File: config.mk
export PLATFORM = sky130hd
export DESIGN_NAME = cpm_ctrl
export DESIGN_NICKNAME = d
export VERILOG_FILES = /design/src/inc/cpm_pkg.sv /design/src/rtl/cpm_ctrl.sv
export VERILOG_INCLUDE_DIRS = /design/src /design/src/inc
export SDC_FILE = /design/constraint.sdc
export NUM_CORES = 1
export LEC_CHECK = 0
export ABC_AREA = 1
export BUFFER_PORTS_ARGS = -buffer_cell sky130_fd_sc_hd__buf_2
export CORE_MARGIN = 5
export CORE_UTILIZATION = 58
export CTS_CLUSTER_SIZE = 24
export DETAILED_ROUTE_END_ITERATION = 6
export MAX_ROUTING_LAYER = met4
export PLACE_DENSITY = 0.81
export REMOVE_ABC_BUFFERS = 1
export SLEW_MARGIN = 20
export SYNTH_ARGS = -nofsm -noshare
export SYNTH_HDL_FRONTEND = slang
export SYNTH_SLANG_ARGS = --single-unit
File: constraint.sdc
create_clock -name pclk -period 2.3 [get_ports pclk]
set_clock_uncertainty 0.1 [all_clocks]
set_input_delay 0.46 -clock pclk [delete_from_list [all_inputs] [get_ports pclk]]
set_output_delay 0.46 -clock pclk [all_outputs]
set_load 0.01 [all_outputs]
File: src/inc/cpm_params.svh
`ifndef CPM_PARAMS_SVH
`define CPM_PARAMS_SVH

// register byte offsets
`define CPM_CTRL_OFS       12'h000
`define CPM_MODE_OFS       12'h004
`define CPM_SRC_OFS        12'h008
`define CPM_STAT_OFS       12'h00C
`define CPM_IRQ_STAT_OFS   12'h010
`define CPM_IRQ_MASK_OFS   12'h014
`define CPM_PCG_OFS        12'h018
`define CPM_DIV_OFS        12'h01C
`define CPM_RTC_CNT_OFS    12'h020
`define CPM_RTC_ALM_OFS    12'h024
`define CPM_RTC_PER_OFS    12'h028

// interrupt status bit positions
`define CPM_IRQ_XFAIL      0
`define CPM_IRQ_XRDY       1
`define CPM_IRQ_ALARM      2
`define CPM_IRQ_PERIOD     3
`define CPM_IRQ_WAKE       4

// control bit positions
`define CPM_CTRL_SLOW_LP   0
`define CPM_CTRL_STOP_OSC  1
`define CPM_CTRL_STOP_REG  2
`define CPM_CTRL_KEEP_XTAL 3
`define CPM_CTRL_KEEP_FL   4
`define CPM_CTRL_KEEP_REG  5
`define CPM_CTRL_RTC_RUN   6
`define CPM_CTRL_LP_SEL    7

// reset values
`define CPM_CTRL_RST       8'h40
`define CPM_DIV_RST        8'h00
`define CPM_RTC_PER_RST    16'h0100

// timing: crystal start-up in microseconds, clock 10 MHz in MHz
`define CPM_CLK_MHZ        10
`define CPM_XTAL_START_US  1000
`define CPM_XTAL_START_CYC (`CPM_XTAL_START_US * `CPM_CLK_MHZ)
// crystal loss: no edge for this many cycles
`define CPM_XFAIL_CYC      16

`endif

File: src/inc/cpm_pkg.sv
package cpm_pkg;
    typedef enum logic [2:0] {
        CPM_SRC_RC  = 3'b001,
        CPM_SRC_PLL = 3'b010,
        CPM_SRC_LP  = 3'b100
    } cpm_src_t;

    typedef enum logic [5:0] {
        CPM_RUN     = 6'b000001,
        CPM_SLOW    = 6'b000010,
        CPM_WFI     = 6'b000100,
        CPM_STOP    = 6'b001000,
        CPM_STANDBY = 6'b010000,
        CPM_WAKE    = 6'b100000
    } cpm_state_t;

    typedef enum logic [1:0] {
        CPM_BOOT_FLASH  = 2'b00,
        CPM_BOOT_SERIAL = 2'b01,
        CPM_BOOT_LOADER = 2'b10,
        CPM_BOOT_SRAM   = 2'b11
    } cpm_boot_t;

    // mode request codes written by software
    typedef enum logic [2:0] {
        CPM_REQ_RUN     = 3'h0,
        CPM_REQ_SLOW    = 3'h1,
        CPM_REQ_WFI     = 3'h2,
        CPM_REQ_STOP    = 3'h3,
        CPM_REQ_STANDBY = 3'h4
    } cpm_req_t;
endpackage

File: src/rtl/cpm_ctrl.sv
// Added by the designer: register access over APB and the register offsets.
`timescale 1ns/10ps
`default_nettype none
`include "cpm_params.svh"

//
// Contract
// - restart always on internal RC oscillator
// - enable crystal, count its start-up
// - crystal loss forces RC, raises interrupt
// - PLL/prescalers give bus clock ranges
// - USB clock from same PLL
// - boot pins sampled at start-up
// - regulator-disable pin turns regulators off
// - slow mode lowers clock, optional low-power source
// - gating mode stops unused peripheral clocks
// - wait mode stops only processor clock (code also gates usb_clk_en in wait)
// - stop mode gates all, optional oscillators/regulator
// - stop left on interrupt, wake line, RTC
// - stop options keep crystal, flash, regulator
// - standby only with internal regulators
// - standby left on wake pin, RTC alarm
// - RTC counts, alarm and periodic interrupts
module cpm_ctrl (
    input  wire logic        pclk,
    input  wire logic        presetn,
    input  wire logic        psel,
    input  wire logic        penable,
    input  wire logic        pwrite,
    input  wire logic [11:0] paddr,
    input  wire logic [31:0] pwdata,
    output logic [31:0]      prdata,
    output logic             pready,
    output logic             pslverr,
    input  wire logic        crystal_input_pin,
    input  wire logic        pll_lock,
    input  wire logic [1:0]  boot_pins,
    input  wire logic        regulator_disable_pin,
    input  wire logic        standby_wakeup_pin,
    input  wire logic        ext_wake,
    input  wire logic        irq_pending,
    input  wire logic        flash_exec,
    output logic [1:0]       boot_sel,
    output logic [2:0]       sys_src_sel,
    output logic [2:0]       ahb_div,
    output logic [2:0]       apb_div,
    output logic             usb_clk_en,
    output logic             cpu_clk_en,
    output logic             ahb_clk_en,
    output logic [15:0]      apb_clk_en,
    output logic             xtal_en,
    output logic             pll_en,
    output logic             flash_en,
    output logic             main_reg_en,
    output logic             lp_reg_en,
    output logic             core_pwr_en,
    output logic             irq
);

    ////////////////////////////////////////////////////////////////////
    // pin synchronisers: three stages, change counts when 2 and 3 agree
    logic [2:0] xt_s_q, wk_s_q, ew_s_q, rd_s_q;
    logic       xt_f_q, wk_f_q, ew_f_q, rd_f_q, xt_prev_q, wk_prev_q;

    always_ff @(posedge pclk or negedge presetn) begin
        if (!presetn) begin
            xt_s_q <= 3'h0;
            wk_s_q <= 3'h0;
            ew_s_q <= 3'h0;
            rd_s_q <= 3'h0;
        end else begin
            xt_s_q <= {xt_s_q[1:0], crystal_input_pin};
            wk_s_q <= {wk_s_q[1:0], standby_wakeup_pin};
            ew_s_q <= {ew_s_q[1:0], ext_wake};
            rd_s_q <= {rd_s_q[1:0], regulator_disable_pin};
        end
    end

    // filtered levels, only updated when stages 2 and 3 agree
    always_ff @(posedge pclk or negedge presetn) begin
        if (!presetn) begin
            xt_f_q    <= 1'b0;
            wk_f_q    <= 1'b0;
            ew_f_q    <= 1'b0;
            rd_f_q    <= 1'b0;
            xt_prev_q <= 1'b0;
            wk_prev_q <= 1'b0;
        end else begin
            if (xt_s_q[1] == xt_s_q[2]) xt_f_q <= xt_s_q[2];
            if (wk_s_q[1] == wk_s_q[2]) wk_f_q <= wk_s_q[2];
            if (ew_s_q[1] == ew_s_q[2]) ew_f_q <= ew_s_q[2];
            if (rd_s_q[1] == rd_s_q[2]) rd_f_q <= rd_s_q[2];
            xt_prev_q <= xt_f_q;
            wk_prev_q <= wk_f_q;
        end
    end

    logic xt_edge, wk_rise;
    assign xt_edge = xt_f_q ^ xt_prev_q;
    assign wk_rise = wk_f_q & ~wk_prev_q;

    ////////////////////////////////////////////////////////////////////
    // registers
    logic [7:0]  ctrl_q;
    logic [2:0]  req_q;
    logic        src_pll_req_q;
    logic [4:0]  irq_stat_q, irq_mask_q, irq_set;
    logic [15:0] pcg_q;
    logic [7:0]  div_q;
    logic [15:0] rtc_cnt_q, rtc_alm_q, rtc_per_q, rtc_pcnt_q;
    logic        boot_done_q;

    logic wr, rd;
    assign wr = psel & penable & pwrite;
    assign rd = psel & penable & ~pwrite;

    // single-cycle access phase, never stalls
    assign pready = 1'b1;

    logic hit;
    always_comb begin
        unique case (paddr)
            `CPM_CTRL_OFS, `CPM_MODE_OFS, `CPM_SRC_OFS, `CPM_STAT_OFS, `CPM_IRQ_STAT_OFS,
            `CPM_IRQ_MASK_OFS, `CPM_PCG_OFS, `CPM_DIV_OFS, `CPM_RTC_CNT_OFS,
            `CPM_RTC_ALM_OFS, `CPM_RTC_PER_OFS: hit = 1'b1;
            default: hit = 1'b0;
        endcase
    end
    assign pslverr = psel & penable & ~hit;

    ////////////////////////////////////////////////////////////////////
    // power state machine
    cpm_pkg::cpm_state_t st_q;
    cpm_pkg::cpm_src_t   src_q;
    logic [13:0] xcnt_q;
    logic        xrdy_q;
    logic [4:0]  fail_cnt_q;
    logic        xfail_ev, alarm_ev, period_ev, stop_wake, sb_wake;

    // single-supply scheme only: standby refused with regulators off
    logic sb_allowed;
    assign sb_allowed = ~rd_f_q;

    assign stop_wake = irq_pending | ew_f_q | (ctrl_q[`CPM_CTRL_RTC_RUN] & alarm_ev);
    assign sb_wake   = wk_rise | alarm_ev;

    always_ff @(posedge pclk or negedge presetn) begin
        if (!presetn) begin
            st_q <= cpm_pkg::CPM_RUN;
        end else begin
            unique case (st_q)
                cpm_pkg::CPM_RUN, cpm_pkg::CPM_SLOW: begin
                    if (wr && paddr == `CPM_MODE_OFS) begin
                        unique case (pwdata[2:0])
                            cpm_pkg::CPM_REQ_SLOW:    st_q <= cpm_pkg::CPM_SLOW;
                            cpm_pkg::CPM_REQ_WFI:     st_q <= cpm_pkg::CPM_WFI;
                            cpm_pkg::CPM_REQ_STOP:    st_q <= cpm_pkg::CPM_STOP;
                            cpm_pkg::CPM_REQ_STANDBY: st_q <= sb_allowed ? cpm_pkg::CPM_STANDBY : st_q;
                            default:                  st_q <= cpm_pkg::CPM_RUN;
                        endcase
                    end
                end
                cpm_pkg::CPM_WFI:     if (irq_pending) st_q <= cpm_pkg::CPM_WAKE;
                cpm_pkg::CPM_STOP:    if (stop_wake) st_q <= cpm_pkg::CPM_WAKE;
                cpm_pkg::CPM_STANDBY: if (sb_wake) st_q <= cpm_pkg::CPM_WAKE;
                cpm_pkg::CPM_WAKE:    st_q <= cpm_pkg::CPM_RUN;
                default:              st_q <= cpm_pkg::CPM_RUN;
            endcase
        end
    end

    // requested mode register, readable
    always_ff @(posedge pclk or negedge presetn) begin
        if (!presetn) req_q <= 3'h0;
        else if (wr && paddr == `CPM_MODE_OFS) req_q <= pwdata[2:0];
        else if (st_q == cpm_pkg::CPM_WAKE) req_q <= 3'h0;
    end

    ////////////////////////////////////////////////////////////////////
    // crystal start-up counter; restarted on every wake
    logic xtal_on;
    assign xtal_on = (st_q == cpm_pkg::CPM_RUN) | (st_q == cpm_pkg::CPM_WFI) |
                     ((st_q == cpm_pkg::CPM_SLOW) & ~ctrl_q[`CPM_CTRL_SLOW_LP]) |
                     ((st_q == cpm_pkg::CPM_STOP) & (ctrl_q[`CPM_CTRL_KEEP_XTAL] | ~ctrl_q[`CPM_CTRL_STOP_OSC]));

    always_ff @(posedge pclk or negedge presetn) begin
        if (!presetn) begin
            xcnt_q <= 14'h0;
            xrdy_q <= 1'b0;
        end else if (!xtal_on || st_q == cpm_pkg::CPM_WAKE) begin
            xcnt_q <= 14'h0;
            xrdy_q <= ctrl_q[`CPM_CTRL_KEEP_XTAL] & xrdy_q & (st_q == cpm_pkg::CPM_WAKE);
        end else if (xcnt_q == 14'(`CPM_XTAL_START_CYC - 1)) begin
            xrdy_q <= 1'b1;
        end else begin
            xcnt_q <= xcnt_q + 14'h1;
        end
    end

    // crystal loss: no pin edge within the window while usable
    always_ff @(posedge pclk or negedge presetn) begin
        if (!presetn) fail_cnt_q <= 5'h0;
        else if (!xrdy_q || xt_edge) fail_cnt_q <= 5'h0;
        else if (fail_cnt_q != 5'(`CPM_XFAIL_CYC)) fail_cnt_q <= fail_cnt_q + 5'h1;
    end
    assign xfail_ev = xrdy_q & (fail_cnt_q == 5'(`CPM_XFAIL_CYC - 1)) & ~xt_edge;

    ////////////////////////////////////////////////////////////////////
    // source select: RC after reset and wake, fallback stays until rewrite
    always_ff @(posedge pclk or negedge presetn) begin
        if (!presetn) begin
            src_q <= cpm_pkg::CPM_SRC_RC;
            src_pll_req_q <= 1'b0;
        end else if (st_q == cpm_pkg::CPM_WAKE) begin
            src_q <= cpm_pkg::CPM_SRC_RC;
            src_pll_req_q <= 1'b0;
        end else if (xfail_ev) begin
            src_q <= cpm_pkg::CPM_SRC_RC;
            src_pll_req_q <= 1'b0;
        end else begin
            if (wr && paddr == `CPM_SRC_OFS) src_pll_req_q <= pwdata[0];
            if (st_q == cpm_pkg::CPM_SLOW && ctrl_q[`CPM_CTRL_SLOW_LP]) src_q <= cpm_pkg::CPM_SRC_LP;
            else if (src_pll_req_q && xrdy_q && pll_lock) src_q <= cpm_pkg::CPM_SRC_PLL;
            else src_q <= cpm_pkg::CPM_SRC_RC;
        end
    end

    ////////////////////////////////////////////////////////////////////
    // boot source captured once after reset release
    always_ff @(posedge pclk or negedge presetn) begin
        if (!presetn) begin
            boot_done_q <= 1'b0;
            boot_sel    <= 2'h0;
        end else if (!boot_done_q) begin
            boot_done_q <= 1'b1;
            boot_sel    <= boot_pins;
        end
    end

    ////////////////////////////////////////////////////////////////////
    // RTC keeps counting in every state; alarm and periodic tick
    always_ff @(posedge pclk or negedge presetn) begin
        if (!presetn) begin
            rtc_cnt_q  <= 16'h0;
            rtc_pcnt_q <= 16'h0;
        end else begin
            rtc_cnt_q  <= (wr && paddr == `CPM_RTC_CNT_OFS) ? pwdata[15:0] : rtc_cnt_q + 16'h1;
            rtc_pcnt_q <= period_ev ? 16'h0 : rtc_pcnt_q + 16'h1;
        end
    end
    assign alarm_ev  = (rtc_cnt_q == rtc_alm_q);
    assign period_ev = (rtc_pcnt_q == rtc_per_q);

    ////////////////////////////////////////////////////////////////////
    // software registers
    always_ff @(posedge pclk or negedge presetn) begin
        if (!presetn) begin
            ctrl_q    <= `CPM_CTRL_RST;
            irq_mask_q <= 5'h0;
            pcg_q     <= 16'h0;
            div_q     <= `CPM_DIV_RST;
            rtc_alm_q <= 16'hFFFF;
            rtc_per_q <= `CPM_RTC_PER_RST;
        end else if (wr) begin
            if (paddr == `CPM_CTRL_OFS) ctrl_q <= pwdata[7:0];
            if (paddr == `CPM_IRQ_MASK_OFS) irq_mask_q <= pwdata[4:0];
            if (paddr == `CPM_PCG_OFS) pcg_q <= pwdata[15:0];
            if (paddr == `CPM_DIV_OFS) div_q <= pwdata[7:0];
            if (paddr == `CPM_RTC_ALM_OFS) rtc_alm_q <= pwdata[15:0];
            if (paddr == `CPM_RTC_PER_OFS) rtc_per_q <= pwdata[15:0];
        end
    end

    // sticky interrupt status, write one to clear, set wins
    always_comb begin
        irq_set = 5'h0;
        irq_set[`CPM_IRQ_XFAIL]  = xfail_ev;
        // one pulse as the count ends; a level here would defeat the clear
        irq_set[`CPM_IRQ_XRDY]   = ~xrdy_q & xtal_on & (xcnt_q == 14'(`CPM_XTAL_START_CYC - 1));
        irq_set[`CPM_IRQ_ALARM]  = alarm_ev;
        irq_set[`CPM_IRQ_PERIOD] = period_ev;
        irq_set[`CPM_IRQ_WAKE]   = (st_q == cpm_pkg::CPM_WAKE);
    end

    always_ff @(posedge pclk or negedge presetn) begin
        if (!presetn) irq_stat_q <= 5'h0;
        else irq_stat_q <= (irq_stat_q & ~((wr && paddr == `CPM_IRQ_STAT_OFS) ? pwdata[4:0] : 5'h0))
                           | irq_set;
    end

    assign irq = |(irq_stat_q & irq_mask_q);

    // read mux
    always_comb begin
        prdata = 32'h0000_0000;
        if (rd) begin
            unique case (paddr)
                `CPM_CTRL_OFS:     prdata = {24'h0, ctrl_q};
                `CPM_MODE_OFS:     prdata = {29'h0, req_q};
                `CPM_SRC_OFS:      prdata = {25'h0, src_q, 3'h0, src_pll_req_q};
                `CPM_STAT_OFS:     prdata = {20'h0, boot_sel, st_q, rd_f_q, xrdy_q, pll_lock, flash_exec};
                `CPM_IRQ_STAT_OFS: prdata = {27'h0, irq_stat_q};
                `CPM_IRQ_MASK_OFS: prdata = {27'h0, irq_mask_q};
                `CPM_PCG_OFS:      prdata = {16'h0, pcg_q};
                `CPM_DIV_OFS:      prdata = {24'h0, div_q};
                `CPM_RTC_CNT_OFS:  prdata = {16'h0, rtc_cnt_q};
                `CPM_RTC_ALM_OFS:  prdata = {16'h0, rtc_alm_q};
                `CPM_RTC_PER_OFS:  prdata = {16'h0, rtc_per_q};
                default:           prdata = 32'h0000_0000;
            endcase
        end
    end

    ////////////////////////////////////////////////////////////////////
    // clock and power enables
    logic running, stopped;
    assign running = (st_q == cpm_pkg::CPM_RUN) | (st_q == cpm_pkg::CPM_SLOW) | (st_q == cpm_pkg::CPM_WAKE);
    assign stopped = (st_q == cpm_pkg::CPM_STOP) | (st_q == cpm_pkg::CPM_STANDBY);

    assign sys_src_sel = src_q;
    // sram-only rate needs divider 0; flash code kept at least /1 step, 60 MHz ceiling
    assign ahb_div    = (flash_exec && div_q[2:0] == 3'h0) ? 3'h1 : div_q[2:0];
    assign apb_div    = (div_q[6:4] == 3'h0) ? 3'h1 : div_q[6:4];
    assign usb_clk_en = running & (src_q == cpm_pkg::CPM_SRC_PLL);
    assign cpu_clk_en = running;
    assign ahb_clk_en = ~stopped;
    // gating happens whenever pcg bits are set; all gated in stop
    assign apb_clk_en = stopped ? 16'h0 : ~pcg_q;
    assign xtal_en    = xtal_on;
    assign pll_en     = xtal_on & ~stopped & (st_q != cpm_pkg::CPM_SLOW || !ctrl_q[`CPM_CTRL_SLOW_LP]);
    assign flash_en   = ~stopped | ((st_q == cpm_pkg::CPM_STOP) & ctrl_q[`CPM_CTRL_KEEP_FL]);
    assign main_reg_en = ~rd_f_q & (st_q != cpm_pkg::CPM_STANDBY) &
                         ~((st_q == cpm_pkg::CPM_STOP) & ctrl_q[`CPM_CTRL_STOP_REG] &
                           ~ctrl_q[`CPM_CTRL_KEEP_REG]);
    assign lp_reg_en  = ~rd_f_q;
    assign core_pwr_en = (st_q != cpm_pkg::CPM_STANDBY);

endmodule
`default_nettype wire

* Yosys cells after proc, flatten, opt, wreduce, memory -nomap -nowiden
Cells that the tools add are included.
** Cells by class
- Add/sub/neg operators :: 4
- Equal/unequal tests :: 38
- Muxes and demuxes :: 31
- Bitwise gates (word level) :: 50
- Reductions and logical operators :: 31
** Operators by type and width (number)
- $pmux 16 s11 :: 1
- $mux 16 :: 4
- $eq 12x5->1 const B :: 4
- $pmux 6 s4 :: 2
- $eq 12x6->1 const B :: 3
- $add 16x1->16 const B :: 2
- $eq 16x16->1 :: 2
- $mux 6 :: 5
- $mux 14 :: 2
- $eq 12x4->1 const B :: 2
- $and 1x1->1 :: 22
- $mux 3 :: 7
- $not 16->16 :: 1
- $mux 5 :: 3
- $add 14x1->14 const B :: 1
- $eq 14x14->1 const B :: 1
- $eq 12x3->1 const B :: 1
- $logic_not 12->1 :: 1
- $reduce_and 2->1 :: 6
- $not 1->1 :: 11
- $or 1x1->1 :: 11
- $reduce_or 11->1 :: 1
- $and 5x5->5 :: 2
- $ne 2x2->1 const B :: 5
- other kinds (30) :: 54
** Storage, ports and cells
- Bits in registers :: 160
- Input port bits :: 58
- Output and inout port bits :: 71
- Word-level logic and storage cells :: 182

* Logic depth before layout (Yosys ltp)
Gate-level depths: netlist (run 1).
- Depth in word-level cells :: 7
- Depth in mapped cells :: 12
- Gate-level depth less buffers :: 12

* Worst setup path before layout (run 1)
No wires, ideal clock.
- Path kind :: input -> output
- Start point :: input paddr[11]
- End point :: output prdata[7]
- Arrival :: 1.589 ns
- Required time :: 1.740 ns
- Slack :: 0.151 ns
- Stages :: 9
- Buffers on the path :: 2
- Cells stage by stage :: nor2_2 nand2_4 nor2_8 buf_8 nand2_4 buf_6 o211ai_1 nor2_1 nor2_1
** On the way
- Longest elaborated chain between the ends :: 3
- Elaborated cells between the ends (all ways) :: 13
- Those cells by class :: eq/ne (10); mux (2); reduce/logical (1)
** Ends and longest elaborated chain
- from (decl) :: RTL line cpm_ctrl.sv:30 : input wire logic [11:0] paddr,
- $eq 12x6->1 (tied with other cells) :: RTL line cpm_ctrl.sv:297 : unique case (paddr)
- $pmux 16 s11 (*) :: RTL line cpm_ctrl.sv:297
- $mux 16 (*) :: RTL line cpm_ctrl.sv:296 : if (rd) begin
- to (decl) :: RTL line cpm_ctrl.sv:32 : output logic [31:0] prdata,
Every way passes the cells marked *; elsewhere a longest branch is shown, timed or not.

* Final worst setup path (run 1)
- Start point :: input paddr[7]
- End point :: output prdata[11]
The elaborated chain is that of the path after synthesis.

==> flow_metrics.tcl, run 1 <==
set metrics [dict create \
    outcome "complete, but fails checks" \
    violations "design-rule violations, negative setup slack" \
    vias 8669 \
    yosysUniqueCellTypes 49 \
    drtIter0Drc 1087 \
    die_h_um 132.8 \
    relSlewSlack_pct 65.33 \
    tightest_slew_ps 519.4 \
    ys.flop_type "dfrtp_1" \
    cts_tree "yes" \
    combPwrFrac_pct 27.4 \
    ant_nets 0 \
    leakage_uw 0.005266 \
    clk_pin_slew_ps 70 \
    htree_levels 4 \
    regArea_sq_um 4030 \
    grt_setup_unrepaired "true" \
    num-nets-final 1369 \
    fillerInstances 972 \
    critPathLaunchType "primary input" \
    grt_pass1_wl_um 42190 \
    core_area_sq_um 14640 \
    gp_congestion 0.9283 \
    drt_first_pass_iters 7 \
    clock_latency_ps 440 \
    diodes 0 \
    via_per_inst 5.772 \
    wl_um 27760 \
    multi_input_area_sq_um 4358 \
    place_inst 1428 \
    crit_fanout 8 \
    fin_cells 1502 \
    io_buffers 95 \
    drc 3 \
    p_per_area_nw_per_um2 770.8 \
    critPathKind "in -> out" \
    timing.max_cap.violations 0 \
    setup_viol 41 \
    grt_pass1_vias 8297 \
    die_w_um 132.8 \
    max_freq_ghz 0.4004 \
    cts_buffer_depth 2 \
    io_pins 129 \
    cts-buffers-inserted 17 \
    power_switching_share_pct 33.03 \
    drive_gt1_share_pct 27.92 \
    die-area_sq_um 17630 \
    grt_use_total_pct 30.98 \
    synthCells 1131 \
    synth_edf_count 0 \
    cts.sinks 160 \
    async_flop_share_pct 100.0 \
    dpl.hpwl_um 17400 \
    slew_violations 0 \
    irDropWorstVdd_v 0.001039 \
    ys_seq_area_share_pct 46.09 \
    finalHoldViolCount 0 \
    setup_slack_ps -197.6 \
    internal_power_uw 5864 \
    power_frac_seq_pct 36.7 \
    slowest_delay_ps 180 \
    end_kind "output pin" \
    cp.arrival_ps 1940 \
    pwr-share-clk_pct 35.9 \
    min_path_type "in -> reg" \
    ctsRootBufferMaster "clkbuf_16" \
    start_util_pct 59.70 \
    required_ps 1740 \
    yosys_warnings 0 \
    area_growth_syn_to_layout_pct 29.93 \
    grt_max_degree 47 \
    syn-cell-area_sq_um 8742 \
    drt-wirelength-per-cell_um 18.48 \
    core.rowCount 44 \
    synth_top_cell_by_area "dfrtp_1" \
    syn_avg_cell_area_sq_um 7.730 \
    power_uw 8756 \
    antenna_found_initial 0 \
    synth_top_area_share_pct 40.07 \
    path_cells "buf_6, nor2_4, nand3_4, nor2_8, buf_12, nand2_8, buf_8, buf_4, o211ai_2, nor2_1, nor2_1, buf_2" \
    p_sw_uw 2892 \
    yosys-top-cells-area "dfrtp_1, nand2_1, dfstp_2" \
    cpMaxStageDelayCell "nor2_4" \
    fin_crit_ps 2498 \
    fin_crit_sh_pct 108.6 \
    grt-ovfl-total 0 \
    ys_seq_elements 160 \
    crit_top_cell "nor2_1" \
]
## power groups by stage
stage / registers (uW) / logic [uW] / clock network [uW]
global placement: 3230 / 1560 / 0
global route: 3230 / 2560 / 3290
finish: 3220 / 2400 / 3140
detailed placement: 3230 / 1600 / 0
floorplan: 3200 / 981 / 0
CTS: 3200 / 1970 / 3140
## path summary, 6_finish.rpt
check                           cells past startpoint                   from  slack (ps)             to
max in group asynchronous                           3                presetn        1050      ctrl_q[6]
min in group asynchronous                           2                presetn         380  rtc_cnt_q[15]
worst min-delay path                                1  regulator_disable_pin          30      rd_s_q[0]
worst max register to register                     11                st_q[3]         160        st_q[3]
worst max-delay path                               12               paddr[7]        -200     prdata[11]
worst min register to register                      0              xt_s_q[0]         250      xt_s_q[1]
## cells in the mapped netlist (all sizes together), types with 3 or more instances
| cell type | count |
|---|---|
| clkbuf | 11 |
| dfrtp | 140 |
| maj3 | 4 |
| nand4 | 20 |
| a21oi | 20 |
| o21a | 4 |
| o211ai | 9 |
| nor2 | 148 |
| buf | 33 |
| nand3 | 62 |
| or2 | 3 |
| o22ai | 4 |
| xnor2 | 17 |
| nor3 | 19 |
| a31oi | 3 |
| xor2 | 17 |
| nor3b | 4 |
| nand2 | 303 |
| inv | 143 |
| o21ai | 122 |
| nor4 | 3 |
| dfstp | 20 |
| ha | 6 |
## registers in the layout, indices dropped and copies added (netlist names), 2 cells and up
signal       flops
rd_s_q           3
xcnt_q          14
rtc_cnt_q       16
wk_s_q           3
fail_cnt_q       5
rtc_pcnt_q      16
ew_s_q           3
st_q             6
req_q            3
rtc_alm_q       16
ctrl_q           8
sys_src_sel      3
rtc_per_q       16
div_q            8
xt_s_q           3
boot_sel         2
irq_mask_q       5
irq_stat_q       5
pcg_q           16
## metrics by stage
stage / utilization [%] / worst slack [ps] / TNS [ps] / hold WS (ps) / area (sq um)
detailed placement: 65.82 / -219.8 / -3002 / 235.8 / 9639
global placement: 65.82 / -205.4 / -2751 / 233.4 / 9639
global route: 77.56 / -297.0 / -7412 / 17.92 / 11360
finish: 77.56 / -197.6 / -4866 / 25.71 / 11360
floorplan: - / 2.907 / 0 / 64.41 / 8519
CTS: 74.17 / -161.5 / -2438 / 23.18 / 10860
## cells by family after synthesis
logic type      Yosys count  share of synthesized area, %
buf+inv                 189                         9.475
compound gates          169                         10.61
mux                       2                        0.2576
fa+ha+maj                10                         1.317
simple gates            565                         28.77
flops                   160                         46.09
xor+xnor                 34                         3.406
other cells               2                       0.08591
## timing repair
| action | 4_1_cts | 5_1_grt |
|---|---|---|
| setup endpoints to repair | 38 | 41 |
| gates resized for setup | 101 | 86 |
| hold buffers | 1 | 0 |
| pin swaps | 36 | 31 |
| endpoints found under the hold margin | 22 | 0 |
| buffers inserted | 25 | 15 |
| gates cloned | 2 | 1 |
## cell type report
class	instances	area share, %
clock inverter	13	1.785
tap	184	2.027
inverter	145	5.100
timing repair buffer	183	13.34
multi-input combinational	798	38.37
sequential	160	35.48
clock buffer	19	3.900
## layout by cell type, fill, tap and decap left out, types with 30 or more instances in the layout
cell type	n
o21ai_1	43
buf_2	67
buf_4	61
nand2_1	278
inv_1	118
dfrtp_1	139
nor2_4	30
nor2_1	101
buf_6	41
nand3_1	47
o21ai_0	75
## per-layer routing
layer | track usage, % | routed length [um] | vias up
met5 | - | 0 | -
met4 | 15.30 | 1641 | 0
met3 | 6.986 | 2451 | 142
met2 | 48.55 | 13420 | 524
met1 | 38.04 | 10250 | 4070
li1 | - | - | 3933
## critical path: cells and delay by family
family                 cells  cell delay [ps]
AND/OR/NAND/NOR            6              700
AO/OA/AOI/OAI              1              130
buffers and inverters      5              640
Power figures use the tool's default switching activity.
==> inputs of run 2 (changes only) <==
ABC_AREA = default   (was 1)
CORE_UTILIZATION = 57   (was 58)
PLACE_DENSITY = 0.8   (was 0.81)
==> run 2 against run 1 <==
Against the previous run:
- wire length shrank 3.1%
- core utilization rose by 0.31 points
- largest power group unchanged
- worst hold slack better by 9.5 ps
- final cell count shrank 21%
- fmax is 11% lower
- die area shrank 2.2%
- sequential power shrank 2%
- flip-flop and latch count did not move
- count of clock-buffer cells in the layout is 2 higher
- the run still ends with design-rule violations, negative setup slack left
- global-route usage fell by 1.1 points
- sequential share of layout area rose by 0.27 points
- highest routed layer unchanged
==> flow_metrics.tcl, run 2 <==
set metrics [dict create \
    leakage_uw 0.005087 \
    wl_um 26900 \
    vias 7357 \
    p_per_area_nw_per_um2 764.9 \
    finalHoldViolCount 0 \
    yosysUniqueCellTypes 67 \
    grt_use_total_pct 29.88 \
    fin_crit_ps 2820 \
    synth_edf_count 0 \
    cts_tree "yes" \
    die_h_um 131.3 \
    area_growth_syn_to_layout_pct 34.51 \
    fin_crit_sh_pct 122.6 \
    core_area_sq_um 14480 \
    power_uw 8625 \
    via_per_inst 6.182 \
    outcome "complete, but fails checks" \
    grt_max_degree 61 \
    cts_buffer_depth 2 \
    violations "design-rule violations, negative setup slack" \
    drc 2 \
    synth_top_cell_by_area "dfrtp_1" \
    critPathKind "in -> out" \
    relSlewSlack_pct 57.47 \
    dpl.hpwl_um 17340 \
    grt_pass1_vias 7493 \
    syn_avg_cell_area_sq_um 10.75 \
    crit_fanout 7 \
    synth_top_area_share_pct 41.79 \
    start_util_pct 57.90 \
    core.rowCount 44 \
    setup_slack_ps -519.7 \
    grt_pass1_wl_um 39790 \
    gp_congestion 0.9635 \
    ctsRootBufferMaster "clkbuf_16" \
    synth_commonest_cells "dfrtp_1, nor2_1, mux2_2, nand2_1, xnor2_1" \
    slew_violations 0 \
    yosys-top-cells-area "dfrtp_1, mux2_2, dfstp_2" \
    grt-ovfl-total 0 \
    max_freq_ghz 0.3546 \
    ys_seq_elements 160 \
    tightest_slew_ps 631.3 \
    final_common_cell "dfrtp_1" \
    ant_nets 0 \
    synth.most_common_cell "dfrtp_1" \
    async_flop_share_pct 100.0 \
    drt-wirelength-per-cell_um 22.60 \
    ys.flop_type "dfrtp_1" \
    drtIter0Drc 683 \
    setup_viol 42 \
    grt_setup_unrepaired "true" \
    synthCells 780 \
    cts.sinks 160 \
    yosys_warnings 0 \
    io_buffers 95 \
    end_kind "output pin" \
    cts-buffers-inserted 17 \
    timing.max_cap.violations 0 \
    syn-cell-area_sq_um 8383 \
    critPathLaunchType "primary input" \
    cp.arrival_ps 2260 \
    clock_latency_ps 430 \
    die_w_um 131.3 \
    irDropWorstVdd_v 0.001009 \
    clk_pin_slew_ps 60 \
    antenna_found_initial 0 \
    diodes 0 \
    min_path_type "in -> reg" \
    place_ws_ps -588.2 \
    required_ps 1740 \
    mostFrequentLayoutCells "dfrtp_1, buf_4, buf_2, nor2_1, mux2_2" \
    drive_gt1_share_pct 43.64 \
    ys_seq_area_share_pct 48.06 \
    num-nets-final 1057 \
    die-area_sq_um 17230 \
    htree_levels 4 \
    io_pins 129 \
    drt_first_pass_iters 7 \
]
==> run 2: cell types whose count changed in the layout (fill, tap and decap cells not counted), sizes merged, moves of 32 or more <==
cell   previous run  this run
nand2           303        51
inv             147        16
o21ai           122        14
mux2              2        75
nor2            148        81
buf             180       231
nand3            62        27
xnor2            17        49
==> run 2: per-stage QoR <==
stage / instances / setup TNS (ps) / util (%) / hold slack, ps / instance area, sq um
2_1_floorplan: 740 / -18350 / - / 64.41 / 8130
3_3_place_gp: 1132 / -17230 / 67.53 / 232.3 / 9778
3_5_place_dp: 1132 / -19280 / 67.53 / 239.5 / 9778
4_1_cts: 1178 / -6651 / 74.87 / 28.26 / 10840
5_1_grt: 1190 / -13170 / 77.88 / 27.82 / 11280
6_report: 1190 / -11660 / 77.88 / 35.19 / 11280
==> run 2: repair_timing <==
action	4_1_cts	5_1_grt
pin swaps	11	14
hold buffers	1	0
setup buffers	12	11
resized for setup	62	78
gates cloned	1	1
hold endpoints to repair	28	0
setup endpoints to repair	41	42
==> run 2: logic make-up (layout without fill, tap and decap cells) <==
group                    count (synthesis)  in the layout  share of synthesized area [%]
adder cells (fa/ha/maj)                 10             10                          1.373
XOR/XNOR                                75             75                          7.836
other                                    2             18                        0.08959
multiplexers                            88             88                          12.37
flip-flops                             160            160                          48.06
AND/OR/NAND/NOR                        256            256                          16.28
buffers and inverters                   72            282                          4.448
AO/OA/AOI/OAI                          117            117                          9.537
==> run 2: power by group <==
part	switching [uW]	internal (uW)
Clock	1120	1980
Sequential	187	2980
Combinational	1210	1150
==> run 2: cell type report <==
class                           instances  area (sq um)
Clock inverter                         11         185.2
Multi-Input combinational cell        564          4466
Tap cell                              184         230.2
Inverter                               16         60.06
Clock buffer                           21         460.4
Fill cell                             839          3203
Timing Repair Buffer                  234          1843
Sequential cell                       160          4031
==> run 2: per-layer routing <==
layer / vias up / wire length, um / share of wire (%) / track usage [%]
met3: 115 / 2286 / 8.5 / 7.760
met4: 0 / 1415 / 5.3 / 15.71
met5: - / 0 / 0 / -
li1: 3171 / - / - / -
met1: 3640 / 9801 / 36 / 35.01
met2: 431 / 13390 / 50 / 47.49
==> run 2: worst max-delay path: stages <==
cell and delay (ps):
buf_6 100, nor4_4 330, nand2_4 90, nor3_4 160
o21ai_2 90, or3_4 440, buf_12 180, buf_8 130
a21oi_2 110, buf_2 160
==> run 2: final timing paths <==
kind,startpoint,end,slack (ps),depth (start not counted)
max,paddr[8],prdata[14],-520,10
min,crystal_input_pin,xt_s_q[0],40,1
max reg2reg,rtc_alm_q[13],st_q[1],-50,8
min reg2reg,ew_s_q[0],ew_s_q[1],240,0
max in group asynchronous,presetn,st_q[0],970,3
min in group asynchronous,presetn,rtc_per_q[11],430,2
==> inputs of run 3 (changes only) <==
PLACE_DENSITY = 0.85   (was 0.8)
==> run 3 against run 2 <==
Against the previous run:
- the run ends with negative setup slack left
- die area unchanged
- register-to-register slack worse by 30 ps
- global-route usage up 1.1 points
- core utilization up 1.5 points
- final cell count up 0.59%
- via count up 4.2%
- critical endpoint is now prdata[3]
- largest power group unchanged
==> flow_metrics.tcl, run 3 (synthesis gave the netlist of run 2 again) <==
set metrics [dict create \
    design_area_sq_um 11490 \
    power_uw 8565 \
    drt_first_pass_iters 6 \
    slew_violations 0 \
    vias 7667 \
    start_util_pct 57.90 \
    cts_buffer_depth 2 \
    drc 0 \
    fillerInstances 748 \
    setup_slack_ps -615.7 \
    slowest_delay_ps 420 \
    die_h_um 131.3 \
    drt-wirelength-per-cell_um 24.18 \
    hold_slack_ps 30.76 \
    r2r_cells 8 \
    violations "negative setup slack" \
    dpl.hpwl_um 17540 \
    cp.arrival_ps 2360 \
    htree_levels 4 \
    die_w_um 131.3 \
    grt_pass1_vias 7698 \
    leakage_uw 0.005217 \
    core.rowCount 44 \
    cts.sinks 160 \
    end_kind "output pin" \
    gp_congestion 0.9831 \
    clk_pin_slew_ps 60 \
    path_cells "buf_6, nor4_4, nand2_4, nor3_4, o21ai_2, or3_4, buf_6, a31oi_1, buf_2" \
    grt_setup_unrepaired "true" \
    grt_max_degree 59 \
    wl_um 28940 \
    area_growth_syn_to_layout_pct 37.04 \
    p_per_area_nw_per_um2 745.5 \
    clock_latency_ps 430 \
    crit_path_start "paddr[6]" \
    cpMaxStageDelayCell "or3_4" \
    dpl_cell_area_sq_um 9821 \
    irDropWorstVdd_v 0.001002 \
    num-nets-final 1063 \
    ant_nets 0 \
    final_common_cell "dfrtp_1" \
    hold_start "ext_wake" \
    holdPathStages 1 \
    mostFrequentLayoutCells "dfrtp_1, buf_4, buf_2, mux2_2, nor2_1" \
    critPathKind "in -> out" \
    outcome "complete, but fails checks" \
    cts_tree "yes" \
    antenna_found_initial 1 \
    fin_crit_sh_pct 126.8 \
    via_per_inst 6.405 \
    timing.setup.tns_ps -11690 \
    grt-ovfl-total 0 \
    relSlewSlack_pct 60.14 \
    finalHoldViolCount 0 \
    crit_fanout 4 \
    cts-buffers-inserted 17 \
    fin_crit_ps 2916 \
    die-area_sq_um 17230 \
    max_freq_ghz 0.3430 \
    required_ps 1740 \
    core_area_sq_um 14480 \
    drtIter0Drc 871 \
    crit_top_cell "buf_6" \
    critPathLaunchType "primary input" \
    ctsRootBufferMaster "clkbuf_16" \
    post-route-util_pct 79.35 \
    grt_pass1_wl_um 41180 \
    io_buffers 95 \
    min_path_type "in -> reg" \
    io_pins 129 \
    drive_gt1_share_pct 44.76 \
    reg2reg_from "rtc_alm_q[13]" \
    tightest_slew_ps 597.9 \
    setup_viol 43 \
    timing.max_cap.violations 0 \
    grt_use_total_pct 30.96 \
]
## run 3: cell types whose count changed in the layout (fill, tap and decap cells not counted), moves of 2 or more
cell / delta
a31oi_2: +2
nor2_2: -5
clkbuf_4: -2
nor2_1: -2
nor3_4: +2
buf_12: +8
nor3_1: -2
buf_4: -3
buf_6: +5
nor2_4: +7
## run 3: metal layers
layer  routed length [um]  vias up  share of wire (%)  track usage, %
met4                 1540        0                5.3           13.60
li1                     -     3186                  -               -
met1                10430     3769                 36           36.67
met2                14390      555                 50           49.52
met3                 2579      157                8.9           8.754
met5                    0        -                  0               -
## run 3: critical path, delay by kind of cell
family,cells,cell delay (ps)
simple gates,4,1090
buf+inv,3,460
compound gates,2,350
## run 3: final timing paths
check                                 endpoint  slack, ps
worst max-delay path                 prdata[3]       -620
worst min-delay path                 ew_s_q[0]         30
worst max register to register         st_q[1]        -80
worst min register to register       xt_s_q[1]        250
max in group asynchronous              st_q[0]        940
min in group asynchronous       rtc_pcnt_q[10]        480
## run 3: per-stage QoR
| stage | cells | setup WS (ps) |
|---|---|---|
| global route | 1197 | -646.7 |
| finish | 1197 | -615.7 |
| CTS | 1188 | -395.3 |
| detailed placement | 1131 | -650.0 |
| global placement | 1131 | -524.1 |
| floorplan | 740 | -698.2 |
## run 3: layout make-up
| type | instances | area, sq um | area share [%] |
|---|---|---|---|
| clock buffer | 21 | 460.4 | 4.008 |
| timing repair buffer | 240 | 2007 | 17.47 |
| multi-input combinational | 564 | 4529 | 39.42 |
| inverter | 16 | 62.56 | 0.5445 |
| antenna | 1 | 2.502 | 0.02178 |
| tap | 184 | 230.2 | 2.004 |
| clock inverter | 11 | 163.9 | 1.427 |
| sequential | 160 | 4033 | 35.10 |
## run 3: where the power goes
part / leakage [uW] / internal [uW] / switching (uW)
Clock: 0.000303 / 1870 / 1130
Combinational: 0.00287 / 1150 / 1230
Sequential: 0.00205 / 2980 / 204
Total: 0.00522 / 6000 / 2570
## run 3: timing repair
action	4_1_cts	5_1_grt
pin swaps	21	17
buffers inserted	21	9
setup endpoints to repair	41	45
hold buffers	1	0
gates resized for setup	86	80
gates cloned	3	0
endpoints found under the hold margin	47	0
